[src/logic/pcsd_pkg.sv]
/*
  Shared constants and carrier types of the programmable chip select decoder:
  configuration space indices, field positions, reset values and timing.
  Assumes that every user refers to these names through pcsd_pkg::.
*/
package pcsd_pkg;

  // ==========================================================================
  // Index and data port addresses of the configuration space.
  localparam logic [15:0] IDX_PORT_ADDR = 16'h0022;
  localparam logic [15:0] DAT_PORT_ADDR = 16'h0024;

  // ==========================================================================
  // Register indices within the configuration space.
  localparam logic [7:0] IDX_ONE_BASE = 8'h4c;
  localparam logic [7:0] IDX_ONE_CTRL = 8'h4d;
  localparam logic [7:0] IDX_CYC_TYPE = 8'hb3;
  localparam logic [7:0] IDX_TWO_BASE = 8'hba;
  localparam logic [7:0] IDX_TWO_CTRL = 8'hbb;
  localparam logic [7:0] IDX_GRAN     = 8'hbf;

  // ==========================================================================
  // Reset values.
  localparam logic [7:0] RST_BASE = 8'h00;
  localparam logic [7:0] RST_CTRL = 8'h00;
  localparam logic [7:0] RST_CYC  = 8'h00;
  localparam logic [7:0] RST_GRAN = 8'h0f;

  // ==========================================================================
  // Control register field positions.
  localparam int CTRL_UPPER_BIT = 7;
  localparam int CTRL_WR_EN_BIT = 6;
  localparam int CTRL_RD_EN_BIT = 5;
  localparam int CTRL_EARLY_BIT = 4;
  localparam int CTRL_MASK_HI   = 3;

  // Granularity and cycle type field positions, per channel.
  localparam int GRAN_ONE_LOW_BIT  = 5;
  localparam int GRAN_TWO_LOW_BIT  = 6;
  localparam int GRAN_ONE_MASK_BIT = 1;
  localparam int GRAN_TWO_MASK_BIT = 2;
  localparam int CYC_ONE_ROM_BIT   = 1;
  localparam int CYC_TWO_ROM_BIT   = 2;
  localparam int CYC_ONE_WIDE_BIT  = 5;
  localparam int CYC_TWO_WIDE_BIT  = 6;

  // ==========================================================================
  // Timing: pin input synchroniser depth.
  localparam int SYNC_STAGES = 3;

  // Settings of one channel, gathered for the channel comparator.
  typedef struct packed {
    logic [7:0] base;
    logic [7:0] ctrl;
    logic       low_base;
    logic       low_mask;
    logic       rom_target;
  } pcsd_chan_cfg_s;

  // One bus cycle as seen by the comparators.
  typedef struct packed {
    logic [23:0] addr;
    logic        is_mem;
    logic        is_io;
    logic        is_rd;
    logic        is_wr;
    logic        ale;
    logic        cmd;
  } pcsd_cycle_s;

endpackage

[src/logic/pcsd_chan.sv]
/*
  Address comparator of one programmable select channel.
  Assumes the cycle description is already synchronised to core_clk_i.
*/
`timescale 1ns/1ns
module pcsd_chan (
  // Channel settings and the current cycle.
  input  wire pcsd_pkg::pcsd_chan_cfg_s cfg_i,
  input  wire pcsd_pkg::pcsd_cycle_s    cyc_i,
  // Combinational select request, active high.
  output logic                          hit_o
);

  logic [9:0] want;
  logic [9:0] got;
  logic [9:0] care;
  logic       kind_ok;
  logic       dir_ok;
  logic       time_ok;

  // ==========================================================================
  // Compare ten bits; memory mode uses A23..A14, I/O mode A9..A0.
  always_comb begin
    want = {cfg_i.ctrl[pcsd_pkg::CTRL_UPPER_BIT], cfg_i.base, cfg_i.low_base}; // RQ1 RQ2 RQ3
    got  = cfg_i.rom_target ? cyc_i.addr[23:14] : cyc_i.addr[9:0]; // RQ9 RQ10 RQ14
    care = 10'h3ff;
    care[0] = ~cfg_i.low_mask; // RQ4
    care[4:1] = ~cfg_i.ctrl[pcsd_pkg::CTRL_MASK_HI:0]; // RQ5
    kind_ok = cfg_i.rom_target ? cyc_i.is_mem : cyc_i.is_io;
    dir_ok  = (cyc_i.is_wr & cfg_i.ctrl[pcsd_pkg::CTRL_WR_EN_BIT]) // RQ6
            | (cyc_i.is_rd & cfg_i.ctrl[pcsd_pkg::CTRL_RD_EN_BIT]); // RQ7
    // Early mode opens at the latch strobe, the other waits for the command.
    time_ok = cfg_i.ctrl[pcsd_pkg::CTRL_EARLY_BIT] ? (cyc_i.ale | cyc_i.cmd) : cyc_i.cmd; // RQ8
    hit_o = (((want ^ got) & care) == 10'h000) & kind_ok & dir_ok & time_ok; // RQ16
  end

endmodule

[src/logic/pcsd_sync.sv]
/*
  Three-stage pin synchroniser for a vector of inputs with agreement check.
  Assumes inputs are asynchronous to core_clk_i; output changes only when
  the second and third stage agree.
*/
`timescale 1ns/1ns
module pcsd_sync #(
  parameter int WIDTH = 1
) (
  // Clock and reset.
  input  wire logic             core_clk_i,
  input  wire logic             reset_i,
  // Raw and filtered levels.
  input  wire logic [WIDTH-1:0] raw_i,
  output logic      [WIDTH-1:0] level_o
);

  // ==========================================================================
  // Stage registers and the filtered level.
  logic [WIDTH-1:0] st1_r;
  logic [WIDTH-1:0] st2_r;
  logic [WIDTH-1:0] st3_r;
  logic [WIDTH-1:0] lvl_r;
  logic [WIDTH-1:0] st1_nxt;
  logic [WIDTH-1:0] st2_nxt;
  logic [WIDTH-1:0] st3_nxt;
  logic [WIDTH-1:0] lvl_nxt;
  logic [WIDTH-1:0] agree;

  // Shift the pins along; only the second stage reads the first, which may go metastable.
  always_comb begin
    st1_nxt = raw_i;
    st2_nxt = st1_r;
    st3_nxt = st2_r;
    agree   = st2_r ~^ st3_r;
    // A bit moves only once the second and third stages agree on it.
    lvl_nxt = (lvl_r & ~agree) | (st3_r & agree);
  end

  // Reset loads the present pin level so that no stage later looks like a pin change.
  always_ff @(posedge core_clk_i) begin
    if (reset_i) begin
      st1_r <= raw_i;
      st2_r <= raw_i;
      st3_r <= raw_i;
      lvl_r <= raw_i;
    end else begin
      st1_r <= st1_nxt;
      st2_r <= st2_nxt;
      st3_r <= st3_nxt;
      lvl_r <= lvl_nxt;
    end
  end

  assign level_o = lvl_r;

endmodule

[src/logic/pcsd_top.sv]
/*
  Programmable chip select decoder, channels one and two, with the indexed
  configuration space ports. Assumes ISA bus pins arrive asynchronously and
  pass the pin synchroniser; external gates combine the strobe and pins.
*/
`timescale 1ns/1ns
// Overview of operation
// [RQ1] Each channel holds an eight-bit base for I/O A8..A1 or memory A22..A15.
// [RQ2] Control bit 7 provides A9 in I/O mode or A23 in memory mode.
// [RQ3] Granularity bits 5 and 6 provide A0 or A14 for channels one, two.
// [RQ4] Granularity bits 1 and 2 mask the lowest compared bit per channel.
// [RQ5] Control bits 3..0 mask base bits of A4..A1 or A18..A15.
// [RQ6] Control bit 6 enables write decoding; clear blocks writes.
// [RQ7] Control bit 5 enables read decoding; clear blocks reads.
// [RQ8] Control bit 4 selects assertion with command or before latch strobe.
// [RQ9] Cycle type bit 1 picks I/O or ROM target for channel one.
// [RQ10] Cycle type bit 2 picks I/O or ROM target for channel two.
// [RQ11] Cycle type bit 5 gives channel one ROM width, eight or sixteen.
// [RQ12] Cycle type bit 6 gives channel two ROM width, eight or sixteen.
// [RQ13] Outside gates OR the qualified strobe with address pins nine and six.
// [RQ14] I/O decode compares ten bits; A15..A10 zero or ignored per control.
// [RQ15] Software writes index at 022h then data at 024h, every access.
// [RQ16] Select asserts only on full unmasked match, kind and direction enabled.
module pcsd_top (
  // Clock and reset.
  input  wire logic        core_clk_i,
  input  wire logic        reset_i,
  // ISA side cycle pins.
  input  wire logic [23:0] sa_i,
  input  wire logic        ior_n_i,
  input  wire logic        iow_n_i,
  input  wire logic        memr_n_i,
  input  wire logic        memw_n_i,
  input  wire logic        ale_i,
  input  wire logic        aen_i,
  // Upper I/O bits must be zero when high, ignored when low.
  input  wire logic        io_upper_zero_i,
  // Data bus, three signals for the two-way pins.
  input  wire logic [7:0]  sd_i,
  output logic      [7:0]  sd_o,
  output logic             sd_oe_o,
  // Decode outputs.
  output logic             expansion_cycle_strobe_n_o,
  output logic             mem_addr_pin_nine_o,
  output logic             mem_addr_pin_six_o,
  output logic             rom_wide_one_o,
  output logic             rom_wide_two_o
);

  // Width of the bundle of pins that passes the synchroniser.
  localparam int PIN_W = 39;

  // ==========================================================================
  // Pin synchroniser.
  // All ISA pins, the data bus included, pass the same three stages, so a
  // command strobe never runs ahead of the address and data that it qualifies.
  logic [PIN_W-1:0] pins_raw;
  logic [PIN_W-1:0] pins_lvl;

  // Pack every asynchronous pin into one bundle.
  assign pins_raw = {sd_i, io_upper_zero_i, aen_i, ale_i, memw_n_i, memr_n_i, iow_n_i, ior_n_i, sa_i};

  pcsd_sync #(
    .WIDTH      (PIN_W)
  ) u_sync (
    .core_clk_i (core_clk_i),
    .reset_i    (reset_i),
    .raw_i      (pins_raw),
    .level_o    (pins_lvl)
  );

  // Filtered pin levels, by name.
  logic [23:0] addr_lvl;
  logic        ior_n_lvl;
  logic        iow_n_lvl;
  logic        memr_n_lvl;
  logic        memw_n_lvl;
  logic        ale_lvl;
  logic        aen_lvl;
  logic        upper_zero_lvl;
  logic [7:0]  data_lvl;

  // Unpack the bundle in the order in which it was packed.
  assign addr_lvl       = pins_lvl[23:0];
  assign ior_n_lvl      = pins_lvl[24];
  assign iow_n_lvl      = pins_lvl[25];
  assign memr_n_lvl     = pins_lvl[26];
  assign memw_n_lvl     = pins_lvl[27];
  assign ale_lvl        = pins_lvl[28];
  assign aen_lvl        = pins_lvl[29];
  assign upper_zero_lvl = pins_lvl[30];
  assign data_lvl       = pins_lvl[38:31];

  // ==========================================================================
  // Cycle description seen by both comparators.
  pcsd_pkg::pcsd_cycle_s cyc;

  // Reads and writes of both spaces are folded into kind and direction.
  always_comb begin
    cyc.addr   = addr_lvl;
    cyc.is_io  = ~ior_n_lvl | ~iow_n_lvl;
    cyc.is_mem = ~memr_n_lvl | ~memw_n_lvl;
    cyc.is_rd  = ~ior_n_lvl | ~memr_n_lvl;
    cyc.is_wr  = ~iow_n_lvl | ~memw_n_lvl;
    cyc.ale    = ale_lvl;
    cyc.cmd    = ~(ior_n_lvl & iow_n_lvl & memr_n_lvl & memw_n_lvl);
  end

  // ==========================================================================
  // Command edge detection for the configuration ports.
  logic prev_ior_n_r;
  logic prev_iow_n_r;
  logic prev_ior_n_nxt;
  logic prev_iow_n_nxt;
  logic rd_start;
  logic wr_start;

  // The history follows the filtered level every cycle.
  always_comb begin
    prev_ior_n_nxt = ior_n_lvl;
    prev_iow_n_nxt = iow_n_lvl;
  end

  // Reset to the idle high level so that leaving reset never looks like a command.
  always_ff @(posedge core_clk_i) begin
    if (reset_i) begin
      prev_ior_n_r <= 1'b1;
      prev_iow_n_r <= 1'b1;
    end else begin
      prev_ior_n_r <= prev_ior_n_nxt;
      prev_iow_n_r <= prev_iow_n_nxt;
    end
  end

  // A command starts on the first cycle its filtered strobe is seen low.
  assign rd_start = prev_ior_n_r & ~ior_n_lvl;
  assign wr_start = prev_iow_n_r & ~iow_n_lvl;

  // ==========================================================================
  // Index and data ports of the configuration space.
  logic idx_port;
  logic dat_port;

  // DMA cycles (aen high) carry a DMA address, never a port access.
  assign idx_port = (addr_lvl[15:0] == pcsd_pkg::IDX_PORT_ADDR) & ~aen_lvl;
  assign dat_port = (addr_lvl[15:0] == pcsd_pkg::DAT_PORT_ADDR) & ~aen_lvl;

  // ==========================================================================
  // Register file and port state.
  logic [7:0] one_base_r;
  logic [7:0] one_ctrl_r;
  logic [7:0] cyc_type_r;
  logic [7:0] two_base_r;
  logic [7:0] two_ctrl_r;
  logic [7:0] gran_r;
  logic [7:0] idx_r;
  logic       idx_valid_r;
  logic [7:0] rd_data_r;
  logic       sd_oe_r;
  logic [7:0] one_base_nxt;
  logic [7:0] one_ctrl_nxt;
  logic [7:0] cyc_type_nxt;
  logic [7:0] two_base_nxt;
  logic [7:0] two_ctrl_nxt;
  logic [7:0] gran_nxt;
  logic [7:0] idx_nxt;
  logic       idx_valid_nxt;
  logic [7:0] rd_data_nxt;
  logic       sd_oe_nxt;
  logic [7:0] rd_mux;
  logic       rd_known;

  // Read multiplexer; indices owned by other blocks leave the data bus alone.
  always_comb begin
    rd_mux   = 8'h00;
    rd_known = 1'b1;
    case (idx_r)
      pcsd_pkg::IDX_ONE_BASE: rd_mux = one_base_r;
      pcsd_pkg::IDX_ONE_CTRL: rd_mux = one_ctrl_r;
      pcsd_pkg::IDX_CYC_TYPE: rd_mux = cyc_type_r;
      pcsd_pkg::IDX_TWO_BASE: rd_mux = two_base_r;
      pcsd_pkg::IDX_TWO_CTRL: rd_mux = two_ctrl_r;
      pcsd_pkg::IDX_GRAN:     rd_mux = gran_r;
      default:                rd_known = 1'b0;
    endcase
  end

  // Next values of the registers, the index and the read data.
  always_comb begin
    one_base_nxt  = one_base_r;
    one_ctrl_nxt  = one_ctrl_r;
    cyc_type_nxt  = cyc_type_r;
    two_base_nxt  = two_base_r;
    two_ctrl_nxt  = two_ctrl_r;
    gran_nxt      = gran_r;
    idx_nxt       = idx_r;
    idx_valid_nxt = idx_valid_r;
    rd_data_nxt   = rd_data_r;
    // The data bus is driven only while the read command stays low.
    sd_oe_nxt     = sd_oe_r & ~ior_n_lvl;
    if (wr_start && idx_port) begin
      idx_nxt       = data_lvl;
      idx_valid_nxt = 1'b1;
    end
    // Any data port access consumes the index, so each access needs a fresh index write.
    if ((wr_start || rd_start) && dat_port) begin
      idx_valid_nxt = 1'b0;
    end
    if (wr_start && dat_port && idx_valid_r) begin
      case (idx_r)
        pcsd_pkg::IDX_ONE_BASE: one_base_nxt = data_lvl; // RQ1
        pcsd_pkg::IDX_ONE_CTRL: one_ctrl_nxt = data_lvl; // RQ2 RQ5 RQ6 RQ7 RQ8
        pcsd_pkg::IDX_CYC_TYPE: cyc_type_nxt = data_lvl; // RQ9 RQ10 RQ11 RQ12
        pcsd_pkg::IDX_TWO_BASE: two_base_nxt = data_lvl; // RQ1
        pcsd_pkg::IDX_TWO_CTRL: two_ctrl_nxt = data_lvl; // RQ2 RQ5 RQ6 RQ7 RQ8
        pcsd_pkg::IDX_GRAN:     gran_nxt     = data_lvl; // RQ3 RQ4
        default:                idx_nxt      = idx_r;
      endcase
    end
    if (rd_start && dat_port && idx_valid_r && rd_known) begin
      rd_data_nxt = rd_mux;
      sd_oe_nxt   = 1'b1;
    end
  end

  // Register the configuration state.
  always_ff @(posedge core_clk_i) begin
    if (reset_i) begin
      one_base_r  <= pcsd_pkg::RST_BASE;
      one_ctrl_r  <= pcsd_pkg::RST_CTRL;
      cyc_type_r  <= pcsd_pkg::RST_CYC;
      two_base_r  <= pcsd_pkg::RST_BASE;
      two_ctrl_r  <= pcsd_pkg::RST_CTRL;
      gran_r      <= pcsd_pkg::RST_GRAN;
      idx_r       <= 8'h00;
      idx_valid_r <= 1'b0;
      rd_data_r   <= 8'h00;
      sd_oe_r     <= 1'b0;
    end else begin
      one_base_r  <= one_base_nxt;
      one_ctrl_r  <= one_ctrl_nxt;
      cyc_type_r  <= cyc_type_nxt;
      two_base_r  <= two_base_nxt;
      two_ctrl_r  <= two_ctrl_nxt;
      gran_r      <= gran_nxt;
      idx_r       <= idx_nxt;
      idx_valid_r <= idx_valid_nxt;
      rd_data_r   <= rd_data_nxt;
      sd_oe_r     <= sd_oe_nxt;
    end
  end

  // ==========================================================================
  // Channel comparators, one per programmable select.
  logic [1:0] chan_sel;

  for (genvar gi = 0; gi < 2; gi++) begin : g_chan
    pcsd_pkg::pcsd_chan_cfg_s cfg;
    logic                     hit;
    logic                     upper_ok;

    // Gather the settings of this channel from the shared registers.
    always_comb begin
      cfg.base       = (gi == 0) ? one_base_r : two_base_r; // RQ1
      cfg.ctrl       = (gi == 0) ? one_ctrl_r : two_ctrl_r; // RQ2 RQ5 RQ6 RQ7 RQ8
      cfg.low_base   = gran_r[(gi == 0) ? pcsd_pkg::GRAN_ONE_LOW_BIT : pcsd_pkg::GRAN_TWO_LOW_BIT]; // RQ3
      cfg.low_mask   = gran_r[(gi == 0) ? pcsd_pkg::GRAN_ONE_MASK_BIT : pcsd_pkg::GRAN_TWO_MASK_BIT]; // RQ4
      cfg.rom_target = cyc_type_r[(gi == 0) ? pcsd_pkg::CYC_ONE_ROM_BIT : pcsd_pkg::CYC_TWO_ROM_BIT]; // RQ9 RQ10
      // I/O decodes ten bits only; the upper bits are checked here, not in the comparator.
      upper_ok       = cfg.rom_target | ~upper_zero_lvl | (addr_lvl[15:10] == 6'h00); // RQ14
    end

    pcsd_chan u_chan (
      .cfg_i (cfg),
      .cyc_i (cyc),
      .hit_o (hit)
    );

    // The comparator result is final only with the upper I/O bits accepted.
    assign chan_sel[gi] = hit & upper_ok; // RQ16
  end

  // ==========================================================================
  // Decode outputs.
  logic strobe_n_r;
  logic pin_nine_r;
  logic pin_six_r;
  logic wide_one_r;
  logic wide_two_r;
  logic strobe_n_nxt;
  logic pin_nine_nxt;
  logic pin_six_nxt;
  logic wide_one_nxt;
  logic wide_two_nxt;

  // The strobe marks any select; the address pins say which one it is.
  always_comb begin
    strobe_n_nxt = ~(chan_sel[0] | chan_sel[1]);
    pin_nine_nxt = ~chan_sel[0];
    pin_six_nxt  = ~chan_sel[1];
    wide_one_nxt = cyc_type_r[pcsd_pkg::CYC_ONE_WIDE_BIT]; // RQ11
    wide_two_nxt = cyc_type_r[pcsd_pkg::CYC_TWO_WIDE_BIT]; // RQ12
  end

  // Outputs come from flops, so the outside gates never see comparator glitches.
  always_ff @(posedge core_clk_i) begin
    if (reset_i) begin
      strobe_n_r <= 1'b1;
      pin_nine_r <= 1'b1;
      pin_six_r  <= 1'b1;
      wide_one_r <= pcsd_pkg::RST_CYC[pcsd_pkg::CYC_ONE_WIDE_BIT];
      wide_two_r <= pcsd_pkg::RST_CYC[pcsd_pkg::CYC_TWO_WIDE_BIT];
    end else begin
      strobe_n_r <= strobe_n_nxt;
      pin_nine_r <= pin_nine_nxt;
      pin_six_r  <= pin_six_nxt;
      wide_one_r <= wide_one_nxt;
      wide_two_r <= wide_two_nxt;
    end
  end

  // Drive the ports from their flops.
  assign expansion_cycle_strobe_n_o = strobe_n_r;
  assign mem_addr_pin_nine_o        = pin_nine_r;
  assign mem_addr_pin_six_o         = pin_six_r;
  assign rom_wide_one_o             = wide_one_r;
  assign rom_wide_two_o             = wide_two_r;
  assign sd_o                       = rd_data_r;
  assign sd_oe_o                    = sd_oe_r;

  // ==========================================================================
  // Assertions.
  // A disabled write decode never selects channel one.
  no_write_sel_a: assert property ( // RQ6
    @(posedge core_clk_i) disable iff (reset_i)
    (cyc.is_wr && !cyc.is_rd && !one_ctrl_r[pcsd_pkg::CTRL_WR_EN_BIT]) |=> mem_addr_pin_nine_o
  ) else $error("channel one selected on a disabled write");

  // A disabled read decode never selects channel one.
  no_read_sel_a: assert property ( // RQ7
    @(posedge core_clk_i) disable iff (reset_i)
    (cyc.is_rd && !cyc.is_wr && !one_ctrl_r[pcsd_pkg::CTRL_RD_EN_BIT]) |=> mem_addr_pin_nine_o
  ) else $error("channel one selected on a disabled read");

  // Without command or latch strobe nothing is selected.
  idle_no_sel_a: assert property ( // RQ8
    @(posedge core_clk_i) disable iff (reset_i)
    (!cyc.cmd && !cyc.ale) |=> expansion_cycle_strobe_n_o
  ) else $error("select strobe active outside any cycle");

  // Channel one in I/O mode ignores every non-I/O cycle.
  kind_one_a: assert property ( // RQ9
    @(posedge core_clk_i) disable iff (reset_i)
    (!cyc.is_io && !cyc_type_r[pcsd_pkg::CYC_ONE_ROM_BIT]) |=> mem_addr_pin_nine_o
  ) else $error("channel one selected on a cycle of the wrong kind");

  // Channel two in I/O mode ignores every non-I/O cycle.
  kind_two_a: assert property ( // RQ10
    @(posedge core_clk_i) disable iff (reset_i)
    (!cyc.is_io && !cyc_type_r[pcsd_pkg::CYC_TWO_ROM_BIT]) |=> mem_addr_pin_six_o
  ) else $error("channel two selected on a cycle of the wrong kind");

  // Nonzero upper I/O bits block channel one when they must be zero.
  upper_zero_a: assert property ( // RQ14
    @(posedge core_clk_i) disable iff (reset_i)
    (upper_zero_lvl && !cyc_type_r[pcsd_pkg::CYC_ONE_ROM_BIT] && (addr_lvl[15:10] != 6'h00)) |=> mem_addr_pin_nine_o
  ) else $error("channel one selected with upper I/O bits set");

  // A data port access leaves no index behind.
  index_clear_a: assert property ( // RQ15
    @(posedge core_clk_i) disable iff (reset_i)
    ((wr_start || rd_start) && dat_port) |=> !idx_valid_r
  ) else $error("index survived a data port access");

  // The data bus is released once the read command ends.
  bus_release_a: assert property ( // RQ15
    @(posedge core_clk_i) disable iff (reset_i)
    (sd_oe_o && ior_n_lvl) |=> !sd_oe_o
  ) else $error("data bus still driven after the read ended");

  // Main scenarios: each select, and a register read.
  sel_one_c: cover property (@(posedge core_clk_i) disable iff (reset_i) !mem_addr_pin_nine_o);
  sel_two_c: cover property (@(posedge core_clk_i) disable iff (reset_i) !mem_addr_pin_six_o);
  reg_read_c: cover property (@(posedge core_clk_i) disable iff (reset_i) sd_oe_o);

endmodule

[config.mk]
export PLATFORM = sky130hd
export DESIGN_NAME = pcsd_top
export DESIGN_NICKNAME = d
export VERILOG_FILES = /design/src/logic/pcsd_pkg.sv /design/src/logic/pcsd_chan.sv /design/src/logic/pcsd_sync.sv /design/src/logic/pcsd_top.sv
export SDC_FILE = /design/constraint.sdc
export NUM_CORES = 1
export LEC_CHECK = 0
export BUFFER_PORTS_ARGS = -buffer_cell sky130_fd_sc_hd__buf_2
export CORE_MARGIN = 2
export CORE_UTILIZATION = 40
export CTS_CLUSTER_SIZE = 8
export DETAILED_ROUTE_END_ITERATION = 8
export SYNTH_ARGS = -nofsm -noshare
export SYNTH_HDL_FRONTEND = slang
export SYNTH_SLANG_ARGS = --single-unit
[constraint.sdc]
create_clock -name core_clk_i -period 6.4 [get_ports core_clk_i]
set_input_delay 0.32 -clock core_clk_i [delete_from_list [all_inputs] [get_ports core_clk_i]]
set_output_delay 0.32 -clock core_clk_i [all_outputs]
set_load 0.03 [all_outputs]
==> metrics <==
status=completed; FF-to-FF setup slack=roughly 3300 ps; clock-pin slew on the worst setup and hold paths=around 50 ps; first-pass iteration count of the detailed router=5; syn_area_per_cell=9.81 sq um; Worst Clk Skew=14.9 ps; Final Slew Violations=0; cells after synthesis=901; Hold EP=u_sync.st3_r[8]; TritonCTS clock tree=done; minimum clock period after layout=3120 ps; Distinct cells, synth=52; Post-Place Cells=1192; DRT Wirelength=19000 microns; critical path class=flip-flop to flip-flop; Leak=4.80 nW; worst r2r src=idx_r[3]; largest net degree at the start of global routing=86; Worst Hold Launch=reset_i; Yosys warning count=0; Die Footprint=approximately 23000 sq um; clk root buf=clkbuf_16; Max-slew headroom=between 30% and 40%; Non-Filler Instances=1285; Via-to-Cell Ratio=4.88; IO Pins=55; Seq/Total Area, Yosys=roughly 55%; CP endpoint kind=flip-flop; Max clock buf depth=3; final setup fails=0; I/O Buffers=53; syn_nets=roughly 940; Max VDD drop=around 0.00025 V; H-Tree Depth=2; Clock Latency Late Sink=just over 500 ps; worst slew pin tran=908 ps; Die W=153 microns; CP Data Arrival Time=3480 ps; diodes inserted=0; power per cell area=around 320 nW/um^2; Crit Reg-Reg Endpoint=one_base_r[6]; part of the cycle the worst path needs=48.7%; Worst EP required=approximately 6800 ps; most common cell after layout, fill and taps aside=dfxtp_1; via count=6276; clk sink count=225; global-route wire length before repair=30900 microns; worst slack at placement=about 3300 ps; vias in the first global route=6062; Total GRT Usage=between 15 and 20%; fmax=~320 MHz; Fin Setup TNS=0 ps; filler cell count=2041; hold crit path type=primary input to flip-flop; most frequent cells in the layout=187 x dfxtp_1, 116 x nand2_1, 80 x inv_1, 79 x o21ai_0, 79 x mux2i_1; WL/cell=14.8 microns; Hold WS=304 ps; CTS buffer count=34; # rows=54; Final nets=1027; post-route cell area=~11000 sq um; Worst Hold Path Cells=2; Post-synth EDFFs=38; FF+latch count, synth=roughly 230; Hold Vio Cnt, Final=0; RD Place Congestion=0.819; Starting Density=40.6%; R2R cell count=5; GRT overflow=0; number of max-cap violations=0; Die Span Y=153 microns; area of the core=21800 sq um; Overall Power=~3.4 mW; share of cells above drive strength 1=around 12%; first-iteration detailed-routing DRC count=around 350; Post-CTS Setup Bufs=0; ys async rst share=0%; mapped cell area=8840 sq um; # DRC=0; Cell Area, Placed=9310 sq um; post-cts sizing count=0; CP Max Fanout=16; PnR worst setup slack=3280 ps; unrepaired setup endpoints after global routing=false; DP HPWL=roughly 13000 microns; post-layout util=49.0%; synthesis-to-finish area growth=20.6%; top_reg_cell synth=dfxtp_1; initial antenna violation count=0; post-detailed-route count of antenna-violating nets=0; Critical Path Start Type=flip-flop
## where the power goes
| group | switching [mW] | internal, mW | total [mW] |
|---|---|---|---|
| Sequential | 0.0812 | 1.54 | 1.62 |
| Clock | 0.628 | 0.992 | 1.62 |
| Combinational | 0.105 | 0.0922 | 0.197 |
## cell usage after synthesis, types with 2 or more instances
cell type | number | area share, %
a22o_1 | 10 | 0.99
nor3_1 | 9 | 0.51
mux2_2 | 8 | 1.0
nor2_1 | 59 | 2.5
nor4_1 | 9 | 0.64
nor2b_1 | 9 | 0.64
a22oi_1 | 9 | 0.76
edfxtp_1 | 38 | 13
o2bb2ai_1 | 7 | 0.69
o22ai_1 | 3 | 0.21
inv_1 | 80 | 3.4
o2111ai_1 | 2 | 0.20
xor2_1 | 52 | 5.2
mux2i_1 | 79 | 8.9
a31oi_1 | 9 | 0.64
buf_2 | 4 | 0.23
or2_2 | 4 | 0.28
a21oi_1 | 2 | 0.11
nand2_1 | 116 | 4.9
clkbuf_1 | 37 | 1.6
and4b_1 | 3 | 0.34
a211oi_1 | 2 | 0.17
dfxtp_1 | 187 | 42
o21ai_0 | 79 | 4.5
nand4_1 | 3 | 0.21
xnor2_1 | 3 | 0.30
o21a_1 | 3 | 0.25
and4_1 | 3 | 0.30
buf_1 | 4 | 0.17
nand4_2 | 3 | 0.42
or4_4 | 2 | 0.25
nand2b_1 | 4 | 0.28
nand3_1 | 40 | 2.3
## worst max path at each step
| stage | from | endpoint | slack (ps) | cells after the start |
|---|---|---|---|---|
| final | idx_r[3] | one_base_r[6] | 3280 | 5 |
| after global routing | idx_r[3] | one_base_r[6] | 3040 | 5 |
| after CTS | idx_r[3] | one_base_r[6] | 3290 | 5 |
| after detailed placement | idx_r[3] | one_base_r[6] | 3290 | 5 |
| after global placement | idx_r[3] | one_base_r[6] | 3280 | 5 |
| after floorplan | flip-flop | idx_r[3] | 4050 | 6 |
## worst max-delay path, cell delays in order (launching register included)
cell	delay [ps]
dfxtp_1	750
nor2b_1	660
and4b_1	560
nand4_1	600
mux2i_1	350
nor2_1	60
## repair_timing
item,in CTS,in global routing
endpoints found under the setup margin,0,0
endpoints found under the hold margin,38,0
hold buffers,38,0
## routing by layer
metal	vias to the layer above	global-route usage (%)	wire length, microns
met5	-	0	0
met4	0	5.73	571
met3	43	3.24	878
met2	120	27.1	8750
met1	2897	21.3	8820
li1	3216	-	-
## layout make-up
| class | instances | area [sq um] | share of cell area [%] |
|---|---|---|---|
| Clock buffer | 51 | 915 | 8.57 |
| Clock inverter | 4 | 67.6 | 0.633 |
| Inverter | 81 | 304 | 2.85 |
| Multi-Input combinational cell | 549 | 3470 | 32.5 |
| Sequential cell | 225 | 4880 | 45.8 |
| Tap cell | 280 | 350 | 3.28 |
| Timing Repair Buffer | 95 | 678 | 6.36 |
## cell families after synthesis
kind of cell	Yosys count	synth area share [%]
compound gates	130	9.00
buf+inv	127	5.53
xor+xnor	55	5.45
simple gates	276	14.7
flops	225	55.2
fa+ha+maj	1	0.113
mux	87	9.96
Note: power is estimated with default switching activity, not from simulation.
